$ cat src/design/bpsc_pkg.sv
// Package of constants and carrier types for the board power state controller.
package bpsc_pkg;

  // Clock rate and press timing.
  localparam int unsigned CLK_HZ = 50_000_000;
  localparam int unsigned SHORT_PRESS_S = 4;
  localparam int unsigned LONG_PRESS_S = 6;
  localparam longint unsigned SHORT_PRESS_CYC = longint'(SHORT_PRESS_S) * CLK_HZ;
  localparam longint unsigned LONG_PRESS_CYC = longint'(LONG_PRESS_S) * CLK_HZ;
  localparam int unsigned PRESS_CNT_W = 32;

  // Fan channel defaults.
  localparam int unsigned FAN_NUM = 4;
  localparam int unsigned PWM_W = 8;
  localparam int unsigned TACH_W = 16;
  localparam int unsigned TACH_WIN_CYC = 50_000_000;

  // Restore policy after AC returns.
  localparam logic [1:0] RESTORE_LAST = 2'h0;
  localparam logic [1:0] RESTORE_OFF = 2'h1;
  localparam logic [1:0] RESTORE_ON = 2'h2;

  // Power states, one-hot.
  typedef enum logic [3:0] {
    PST_S0 = 4'h1,
    PST_S3 = 4'h2,
    PST_S4 = 4'h4,
    PST_S5 = 4'h8
  } bpsc_pstate_t;

  // Wake sources.
  typedef struct packed {
    logic lan;
    logic pcie;
    logic cir;
    logic usb;
  } bpsc_wake_t;

  // Commands from the operating system.
  typedef struct packed {
    logic sleep_s3;
    logic sleep_s4;
    logic soft_off;
  } bpsc_oscmd_t;

endpackage : bpsc_pkg

$ cat src/design/bpsc_fan_chan.sv
// One fan channel: PWM drive and tachometer pulse counter.
`timescale 1ns/10ps
`default_nettype none

module bpsc_fan_chan #(
  parameter int unsigned PWM_W = 8,
  parameter int unsigned TACH_W = 16,
  parameter int unsigned WIN_CYC = 50_000_000
) (
  input wire logic mclk_i,
  input wire logic rst_i,
  input wire logic enable_i,
  input wire logic [PWM_W-1:0] duty_i,
  input wire logic tach_i,
  output logic pwm_o,
  output logic [TACH_W-1:0] tach_cnt_o
);

  typedef struct packed {
    logic [1:0] tsync;
    logic tlast;
    logic [PWM_W-1:0] phase;
    logic [31:0] win;
    logic [TACH_W-1:0] acc;
    logic [TACH_W-1:0] cnt;
    logic pwm;
  } bpsc_fan_st_t;

  bpsc_fan_st_t st_ff;
  bpsc_fan_st_t nxt_st;

  // Tach is a pin: synchronised, then edges counted over a fixed window.
  always_comb begin
    nxt_st = st_ff;
    nxt_st.tsync = {st_ff.tsync[0], tach_i};
    nxt_st.tlast = st_ff.tsync[1];
    nxt_st.phase = st_ff.phase + {{(PWM_W-1){1'b0}}, 1'b1};
    // A full-scale duty keeps the fan hard on; zero switches it off.
    nxt_st.pwm = enable_i && ((&duty_i) || (st_ff.phase < duty_i));
    if (st_ff.tsync[1] && !st_ff.tlast) begin
      nxt_st.acc = st_ff.acc + {{(TACH_W-1){1'b0}}, 1'b1};
    end
    if (st_ff.win >= WIN_CYC - 1) begin
      nxt_st.win = 32'h0;
      nxt_st.cnt = nxt_st.acc;
      nxt_st.acc = '0;
    end else begin
      nxt_st.win = st_ff.win + 32'h1;
    end
  end

  always_ff @(posedge mclk_i) begin
    if (rst_i) begin
      st_ff <= '0;
    end else begin
      st_ff <= nxt_st;
    end
  end

  assign pwm_o = st_ff.pwm;
  assign tach_cnt_o = st_ff.cnt;

endmodule // bpsc_fan_chan

`default_nettype wire

$ cat src/design/bpsc_top.sv
// Board power state controller: switch timing, wake, supply, restore and fans.
//
// Function
// - Press under four seconds: off to on, on to sleep, sleep to on.
// - Press over six seconds in working or sleep forces soft-off.
// - In S3, S4, S5 processor and devices unpowered; wake logic stays supplied.
// - LAN, PCIe wake, IR wake from S3/S4/S5; USB wakes only from S3.
// - Off command makes supply drop non-standby rails, standby kept.
// - After AC returns, restore previous on/off state per restore setting.
// - All fans run in S0 at the shared duty; zero duty stops them.
// - All fans off when off or in S3, S4, S5.
// - Each fan channel provides a measured tachometer count.
// - Each fan supports PWM open-loop speed or full on/off.
`timescale 1ns/10ps
`default_nettype none

module bpsc_top
  import bpsc_pkg::*;
#(
  parameter longint unsigned SHORT_CYC = bpsc_pkg::SHORT_PRESS_CYC,
  parameter longint unsigned LONG_CYC = bpsc_pkg::LONG_PRESS_CYC,
  parameter int unsigned TACH_WIN = bpsc_pkg::TACH_WIN_CYC,
  parameter int unsigned NFAN = bpsc_pkg::FAN_NUM
) (
  input wire logic mclk_i,
  input wire logic rst_i,
  input wire logic pwr_btn_n_i,
  input wire bpsc_pkg::bpsc_wake_t wake_i,
  input wire bpsc_pkg::bpsc_oscmd_t oscmd_i,
  input wire logic [1:0] restore_mode_i,
  input wire logic last_on_i,
  input wire logic [bpsc_pkg::PWM_W-1:0] fan_duty_i,
  input wire logic [NFAN-1:0] fan_tach_i,
  output logic main_rails_on_o,
  output logic cpu_pwr_on_o,
  output logic wake_logic_pwr_o,
  output logic [3:0] pstate_o,
  output logic last_on_o,
  output logic [NFAN-1:0] fan_pwm_o,
  output logic [NFAN*bpsc_pkg::TACH_W-1:0] fan_tach_cnt_o
);
  import bpsc_pkg::*;

  // Whole controller state, registered in one process.
  typedef struct packed {
    bpsc_pstate_t pst;
    logic booted;
    logic [1:0] bsync;
    logic [3:0] w1;
    logic [3:0] w2;
    logic [PRESS_CNT_W-1:0] press;
    logic long_done;
    logic rails;
    logic last_on;
    logic fan_en;
  } bpsc_st_t;

  bpsc_st_t st_ff;
  bpsc_st_t nxt_st;
  logic pressed;
  logic released;
  logic wake_hit;

  // Saturating increment so a stuck button cannot wrap the counter.
  function automatic logic [PRESS_CNT_W-1:0] sat_inc(input logic [PRESS_CNT_W-1:0] v);
    sat_inc = (&v) ? v : v + {{(PRESS_CNT_W-1){1'b0}}, 1'b1};
  endfunction

  // True when a count has reached a cycle threshold.
  function automatic logic reached(input logic [PRESS_CNT_W-1:0] v,
                                   input longint unsigned lim);
    reached = (longint'(v) >= lim);
  endfunction

  assign pressed = st_ff.bsync[1];
  assign released = !st_ff.bsync[1] && (st_ff.press != '0);

  // Wake qualification per sleeping state; USB only counts from S3.
  always_comb begin
    wake_hit = 1'b0;
    case (st_ff.pst)
      PST_S3: wake_hit = st_ff.w2[3] | st_ff.w2[2] | st_ff.w2[1] | st_ff.w2[0];
      PST_S4: wake_hit = st_ff.w2[3] | st_ff.w2[2] | st_ff.w2[1];
      PST_S5: wake_hit = st_ff.w2[3] | st_ff.w2[2] | st_ff.w2[1];
      default: wake_hit = 1'b0;
    endcase
  end

  // Next-state logic. Pin inputs pass two flops before use.
  always_comb begin
    nxt_st = st_ff;
    nxt_st.bsync = {st_ff.bsync[0], !pwr_btn_n_i};
    nxt_st.w2 = st_ff.w1;
    nxt_st.w1 = {wake_i.lan, wake_i.pcie, wake_i.cir, wake_i.usb};
    if (pressed) begin
      nxt_st.press = sat_inc(st_ff.press);
    end else begin
      nxt_st.press = '0;
      nxt_st.long_done = 1'b0;
    end
    if (!st_ff.booted) begin
      // First cycle after reset: decide state from the restore setting.
      nxt_st.booted = 1'b1;
      if (restore_mode_i == RESTORE_ON) begin
        nxt_st.pst = PST_S0;
      end else if (restore_mode_i == RESTORE_LAST && last_on_i) begin
        nxt_st.pst = PST_S0;
      end else begin
        nxt_st.pst = PST_S5;
      end
    end else if (pressed && !st_ff.long_done && reached(st_ff.press, LONG_CYC)
                 && st_ff.pst != PST_S5) begin
      // Fail-safe off fires while still held, without waiting for release.
      nxt_st.pst = PST_S5;
      nxt_st.long_done = 1'b1;
    end else if (released && !reached(st_ff.press, SHORT_CYC)) begin
      case (st_ff.pst)
        PST_S0: nxt_st.pst = PST_S3;
        PST_S3: nxt_st.pst = PST_S0;
        PST_S4: nxt_st.pst = PST_S0;
        PST_S5: nxt_st.pst = PST_S0;
        default: nxt_st.pst = PST_S5;
      endcase
    end else if (released) begin
      // Presses of four to six seconds, or past a fail-safe off, do nothing.
      nxt_st.pst = st_ff.pst;
    end else if (wake_hit) begin
      nxt_st.pst = PST_S0;
    end else if (st_ff.pst == PST_S0) begin
      // Operating system requests; soft-off has priority over sleep.
      if (oscmd_i.soft_off) begin
        nxt_st.pst = PST_S5;
      end else if (oscmd_i.sleep_s4) begin
        nxt_st.pst = PST_S4;
      end else if (oscmd_i.sleep_s3) begin
        nxt_st.pst = PST_S3;
      end
    end
    // Rails, fans and remembered state follow the next power state.
    nxt_st.rails = nxt_st.booted && (nxt_st.pst == PST_S0);
    nxt_st.fan_en = nxt_st.rails;
    if (nxt_st.booted) begin
      nxt_st.last_on = (nxt_st.pst == PST_S0);
    end
  end

  always_ff @(posedge mclk_i) begin
    if (rst_i) begin
      st_ff <= '{pst: PST_S5, default: '0};
    end else begin
      st_ff <= nxt_st;
    end
  end

  // Per-fan channels; enable gates every channel by power state.
  for (genvar g = 0; g < NFAN; g++) begin : g_fan
    bpsc_fan_chan #(
      .PWM_W(PWM_W),
      .TACH_W(TACH_W),
      .WIN_CYC(TACH_WIN)
    ) u_fan (
      .mclk_i(mclk_i),
      .rst_i(rst_i),
      .enable_i(st_ff.fan_en),
      .duty_i(fan_duty_i),
      .tach_i(fan_tach_i[g]),
      .pwm_o(fan_pwm_o[g]),
      .tach_cnt_o(fan_tach_cnt_o[g*TACH_W +: TACH_W])
    );
  end

  assign main_rails_on_o = st_ff.rails;
  assign cpu_pwr_on_o = st_ff.rails;
  assign wake_logic_pwr_o = st_ff.booted;
  assign pstate_o = st_ff.pst;
  assign last_on_o = st_ff.last_on;

endmodule // bpsc_top

`default_nettype wire

$ cat config.mk
export PLATFORM = sky130hd
export DESIGN_NAME = bpsc_top
export DESIGN_NICKNAME = d
export VERILOG_FILES = /design/src/design/bpsc_pkg.sv /design/src/design/bpsc_fan_chan.sv /design/src/design/bpsc_top.sv
export SDC_FILE = /design/constraint.sdc
export NUM_CORES = 1
export LEC_CHECK = 0
export BUFFER_PORTS_ARGS = -buffer_cell sky130_fd_sc_hd__buf_4
export CORE_MARGIN = 5
export CORE_UTILIZATION = 55
export CTS_BUF_LIST = sky130_fd_sc_hd__clkbuf_2
export CTS_CLUSTER_DIAMETER = 60
export DETAILED_ROUTE_END_ITERATION = 6
export PLACE_DENSITY = 0.75
export SLEW_MARGIN = 20
export SYNTH_ARGS = -nofsm -noshare
export SYNTH_HDL_FRONTEND = slang
export SYNTH_SLANG_ARGS = --single-unit
$ cat constraint.sdc
create_clock -name mclk_i -period 3.15 [get_ports mclk_i]
set_clock_uncertainty 0.05 [all_clocks]
set_input_delay 0 -clock mclk_i [delete_from_list [all_inputs] [get_ports mclk_i]]
set_output_delay 0 -clock mclk_i [all_outputs]
set_load 0.005 [all_outputs]
* Word level (Yosys, flattened, before mapping)
Index checks and enable logic that the tools add are counted.
** Word-level totals
- Flip-flop bits (word level) :: 353
- Bits in latches :: 0
- RAM bits :: 0
- ROM bits :: 0
- Input port bits :: 25
- Output and inout bits :: 76
- Logic and storage cells :: 130
- Memories :: 0
** Operators by class
- Add/sub/neg operators :: 13
- $mul :: 0
- Divide/modulo/power cells :: 0
- $lt $le $gt $ge :: 10
- Eq/ne operators :: 7
- Shifts and indexed selects :: 0
- Mux-type cells :: 23
- Bitwise operators :: 4
- Reduce and logical (&&, ||, !) cells :: 37
** Operator list (count)
- adder 32 x 1 -> 32 bit, second input constant :: 5
- greater-or-equal comparator 32 x 26 -> 1 bit, second input constant :: 4
- adder 16 x 1 -> 16 bit, second input constant :: 4
- two-way mux 16 bit :: 4
- two-way mux 32 bit :: 2
- two-way mux 47 bit :: 1
- two-way mux 4 bit :: 11
- adder 8 x 1 -> 8 bit, second input constant :: 4
- greater-or-equal comparator 32 x 28 -> 1 bit, second input constant :: 1
- greater-or-equal comparator 32 x 29 -> 1 bit, second input constant :: 1
- < comparator 8 bit :: 4
- AND reduction 32 bit :: 1
- nonzero test 32 bit :: 1
- logical AND 1 bit :: 14
- OR reduction 2 bit :: 6
- == test 4 x 1 -> 1 bit, second input constant :: 2
- zero test 1 bit :: 8
- case mux 4 bit (2 select lines) :: 1
- AND reduction 8 bit :: 1
- == test 4 x 2 -> 1 bit, second input constant :: 1
- == test 4 x 3 -> 1 bit, second input constant :: 1
- == test 4 bit, second input constant :: 1
- logical OR 1 bit :: 4
- inequality test 4 bit, second input constant :: 1
- 7 further kinds :: 11

* Logic depth before layout (Yosys ltp)
- Depth in word-level cells :: 11
- Mapped depth :: 11
- Depth with buffers taken out :: 9

* By module
A second synthesis with hierarchy kept.
** Unflattened totals
- Cells, all modules :: 1729
- Area total of the unflattened synthesis :: 15611.2 um^2
** Modules (own cells, without submodules)
- bpsc_fan_chan :: instances 4, cells an instance 359, area each 3293.2 um^2
- bpsc_top :: instances 1, cells an instance 293, area each 2438.6 um^2

* Least setup slack after synthesis
Ideal clock, no wire load.
- Path type :: reg2reg
- Start :: register g_fan[0].u_fan.st_ff[33] (netlist bit)
- End :: register g_fan[0].u_fan.st_ff (netlist bit g_fan[0].u_fan.tach_cnt_o[10])
- Library setup time :: 0.134 ns
- Data arrival time :: 2.218 ns
- Required time :: 2.966 ns
- Slack :: 0.747 ns
- Cell stages (with the launch flop) :: 12
- Path buffers :: 3
- Clock period less this slack :: 2.403 ns
- Cells stage by stage :: dfxtp_1 > ha_1 > and3_4 > and4_1 > buf_6 > o311a_1 > o21ai_2 > a2111oi_4 > or2_0 > buf_2 > buf_6 > a211oi_1
** Between the ends
- Cells in the longest elaborated chain, start to end :: 1
** RTL lines
- from (decl) :: RTL line bpsc_fan_chan.sv:29 : bpsc_fan_st_t st_ff;
- from (signal assigned) :: RTL line bpsc_fan_chan.sv:56 : st_ff <= nxt_st;
- greater-or-equal comparator 32 x 26 -> 1 bit :: RTL line bpsc_fan_chan.sv:43 : if (st_ff.win >= WIN_CYC - 1) begin
Every way passes these cells.
A chain may end at the register's enable or synchronous reset.

* Worst setup path after layout
- Start :: register st_ff[4] (netlist bit)
- End :: register st_ff (netlist bit pstate_o[3])
** Between the ends
- Cells in the longest elaborated chain, start to end :: 6
- Elaborated cells between the ends (all ways) :: 12
- Classes of those cells :: order compare (2); mux (4); reduce/logical (6)
** RTL lines
- from (decl) :: RTL line bpsc_top.sv:58 : bpsc_st_t st_ff;
- from (signal assigned) :: RTL line bpsc_top.sv:151 : st_ff <= nxt_st;
- greater-or-equal comparator 32 x 28 -> 1 bit or nonzero test 32 bit (tied branches) :: RTL line bpsc_top.sv:72, bpsc_top.sv:76
- zero test 1 bit or logical AND 1 bit (tied branches) :: RTL line bpsc_top.sv:116, bpsc_top.sv:76
- logical AND 1 bit or two-way mux 4 bit (tied branches) :: RTL line bpsc_top.sv:116, bpsc_top.sv:124
- two-way mux 4 bit :: RTL line bpsc_top.sv:116 : end else if (released && !reached(st_ff.press, SHORT_CYC)) begin
- two-way mux 4 bit (*) :: RTL line bpsc_top.sv:111 : end else if (pressed && !st_ff.long_done && reached(st_ff.press, LONG_CYC)
- two-way mux 4 bit (*) :: RTL line bpsc_top.sv:101 : if (!st_ff.booted) begin
Every way passes the cells marked *; elsewhere a longest branch is shown, timed or not.

==> flow_metrics.tcl <==
set metrics [dict create \
    p_int_uw 5931 \
    vias 11500 \
    crit_cells 10 \
    ys.warnings.count 0 \
    slew_viol_final 0 \
    drc_errors 0 \
    r2r_slack_ps 200 \
    cts-buffers-inserted 89 \
    htree_num_levels 3 \
    rsz0062_at_grt "no" \
    drive_gt1_share_pct 14.55 \
    cp_max_fo 6 \
    relSlewSlack_pct 46.55 \
    tritoncts "built" \
    viasPerCell 5.113 \
    swShare_pct 24.82 \
    num_io_pins 101 \
    slowest_stage "dlygate4sd3_1" \
    ys_ff_latch 353 \
    crit_type "flip-flop to flip-flop" \
    area_delta_synth_final_pct 12.37 \
    async_flop_share_pct 0 \
    end_kind "flip-flop" \
    die_y_um 176.2 \
    cts_root_buf "clkbuf_2" \
    clock_latency_ps 840 \
    die_x_um 176.2 \
    startpoint_type "flip-flop" \
    synth_cell_types 56 \
    die_area_sq_um 31040 \
    cap_violations 0 \
    start_util_pct 56.04 \
    synth_edf_count 0 \
    pwr-share-clk_pct 38.5 \
    status "complete, no violations" \
    max_stage_delay_ps 530 \
    rr_worst_depth 10 \
    layout_min_cycle_time_ps 2947 \
    grt_pass1_vias 11474 \
    finalNetCount 1878 \
    wire_per_inst_um 13.13 \
    core-area_sq_um 27100 \
    fin_tns_setup_ps 0 \
    clk_pin_slew_ps 100 \
    dpl.hpwl_um 19600 \
    clockBufferDepth 3 \
    hold_path.class "input port to flip-flop" \
    path_delay_family "compound AO/OA/AOI/OAI gates" \
    worst_slew_pin_slew_ps 794.5 \
    ir_drop_mv 0.3031 \
    cp_data_required_time_ps 3860 \
    pwr-share-seq_pct 57.7 \
    grt_overflow 0 \
    grt_max_degree 68 \
    reg2reg_to "pstate_o[3]" \
    power.density_nw_per_um2 462.2 \
    endpoint "pstate_o[3]" \
    dr.pass1.iters 5 \
    drtIter0Drc 521 \
    synth_area_sq_um 15190 \
    ys_seq_area_share_pct 46.53 \
    fin_util_pct 62.98 \
    syn_area_per_cell_sq_um 9.111 \
    io_buffer_count 100 \
    grt_pass1_wl_um 51780 \
    p_leak_uw 0.006850 \
    grt_usage_pct 19.26 \
    arrival_ps 3660 \
    wl_um 29530 \
    pre_cts_ws_ps 534.5 \
    r2r-start "st_ff[4]" \
    pwr-share-comb_pct 3.8 \
    finalCritPeriodShare_pct 93.56 \
    synth_cells 1667 \
    gp_congestion 0.8488 \
    num_rows 60 \
    cts_setup_buffers 0 \
    fin_ws_ps 202.7 \
    grt_antenna_before_repair 1 \
    fmax_mhz 339.3 \
    cp_cell_sequence "inv_1 > ha_1 > nor4b_1 > nand4_1 > o41ai_4 > a31o_2 > nand3_1 > a21boi_0 > nand2b_1 > dlygate4sd3_1" \
    clock-sinks 353 \
    cp.buffers_inverters 2 \
    setup_viol_count_final 0 \
    p_switching_uw 1958 \
    ys.flop_type "dfxtp_1" \
    hold_viol_final 0 \
    startpoint "st_ff[4]" \
    antenna_left 0 \
]
cell usage after synthesis, drive strengths merged, types with 5 or more instances:
master    n  area share, %
inv      32           0.79
nand2b   11           0.45
nor4     16           0.66
and3     46            1.9
a211oi   40            2.0
a21o     16           0.79
o21a     14           0.69
a31oi    11           0.45
nand4    43            1.8
and4     21            1.2
xnor2    85            4.9
xor2    120            6.9
or3       8           0.33
nor2    291            7.2
or4       5           0.25
nand2    92            2.3
o21ai    11           0.39
ha       42            3.5
dfxtp   353             47
nor2b    45            1.9
buf      92            4.5
and2     27            1.1
a21oi     8           0.26
nand3    83            2.7
clkbuf   42            1.0
nor3     52            1.7
o21bai    6           0.30
mux2i    21            1.4
worst min-delay path, delay by kind of cell:
| family | cells | cell delay, ps |
|---|---|---|
| buffers and inverters | 2 | 270 |
| AO/OA/AOI/OAI | 4 | 490 |
| adder cells (fa/ha/maj) | 1 | 180 |
state kept, by name (all words and copies together), names as in the netlist:
register and flops:
nxt_st 5, st_ff 38, g_fan.u_fan.tach_cnt_o 64, pstate_o 4, g_fan.u_fan.nxt_st 8, g_fan.u_fan.st_ff 228
g_fan.u_fan.pwm_o 4, pressed 1, wake_logic_pwr_o 1
worst min-delay path by stage:
stage | from | to | cells past startpoint
3_3_place_gp | pwr_btn_n_i | nxt_st[45] | 2
5_1_grt | fan_duty_i[0] | g_fan[1].u_fan.pwm_o | 8
2_1_floorplan | pwr_btn_n_i | nxt_st[45] | 1
4_1_cts | fan_duty_i[3] | g_fan[1].u_fan.pwm_o | 7
3_5_place_dp | pwr_btn_n_i | nxt_st[45] | 2
6_report | fan_duty_i[3] | g_fan[1].u_fan.pwm_o | 7
area by class of cell:
| type | instances | area [sq um] |
|---|---|---|
| flip-flops and latches | 353 | 7067 |
| multi-input cells | 1171 | 7262 |
| repair buffers | 164 | 1344 |
| inverters | 32 | 120.1 |
| fillers | 2311 | 10030 |
| clock buffers | 129 | 645.6 |
| well taps | 372 | 465.4 |
| clock inverters | 27 | 161.4 |
| diodes | 1 | 2.502 |
logic make-up after synthesis:
logic type | Yosys count | share of synthesized area (%)
AOI/OAI and AO/OA | 132 | 6.549
xor gates and xnor gates | 205 | 11.82
adders and majority gates | 42 | 3.460
buffers and inverters | 166 | 6.327
DFF | 353 | 46.53
muxes | 21 | 1.384
other | 1 | 0.02469
and+or+nand+nor | 747 | 23.91
through the flow:
stage | cells | hold slack [ps] | area, sq um | power, uW
floorplan | 1690 | 22.38 | 15270 | 4824
global placement | 2047 | 158.3 | 15810 | 4900
detailed placement | 2047 | 166.5 | 15810 | 4907
CTS | 2248 | 1.519 | 17060 | 8024
global route | 2249 | 54.23 | 17070 | 8337
finish | 2249 | 127.7 | 17070 | 7889
routing by layer:
metal	wire [um]	vias up	global-route usage [%]
met5	0	-	0
met1	13630	5294	24.81
met3	1471	58	4.518
met4	585	0	7.018
met2	13850	250	31.70
li1	-	5898	-
what timing repair did:
action / in CTS / in global routing
setup endpoints to repair: 0 / 1
resized for setup: 0 / 1
hold endpoints to repair: 116 / 0
hold buffers: 45 / 0
power by group through the flow:
stage	sequential, uW	clock, uW	combinational (uW)
finish	4550	3040	300
floorplan	4640	0	183
detailed placement	4650	0	252
CTS	4550	3180	298
global route	4560	3440	335
global placement	4650	0	247
cell usage in the layout (no fill, tap or decap), drive strengths merged, types with 46 or more instances in the layout:
cell and n:
dfxtp 353, nor2 291, clkbuf 129, xor2 120, buf 119, nand2 92
xnor2 85, nand3 83, nor3 52, and3 46
No activity file was read; power rests on OpenSTA's default activity.
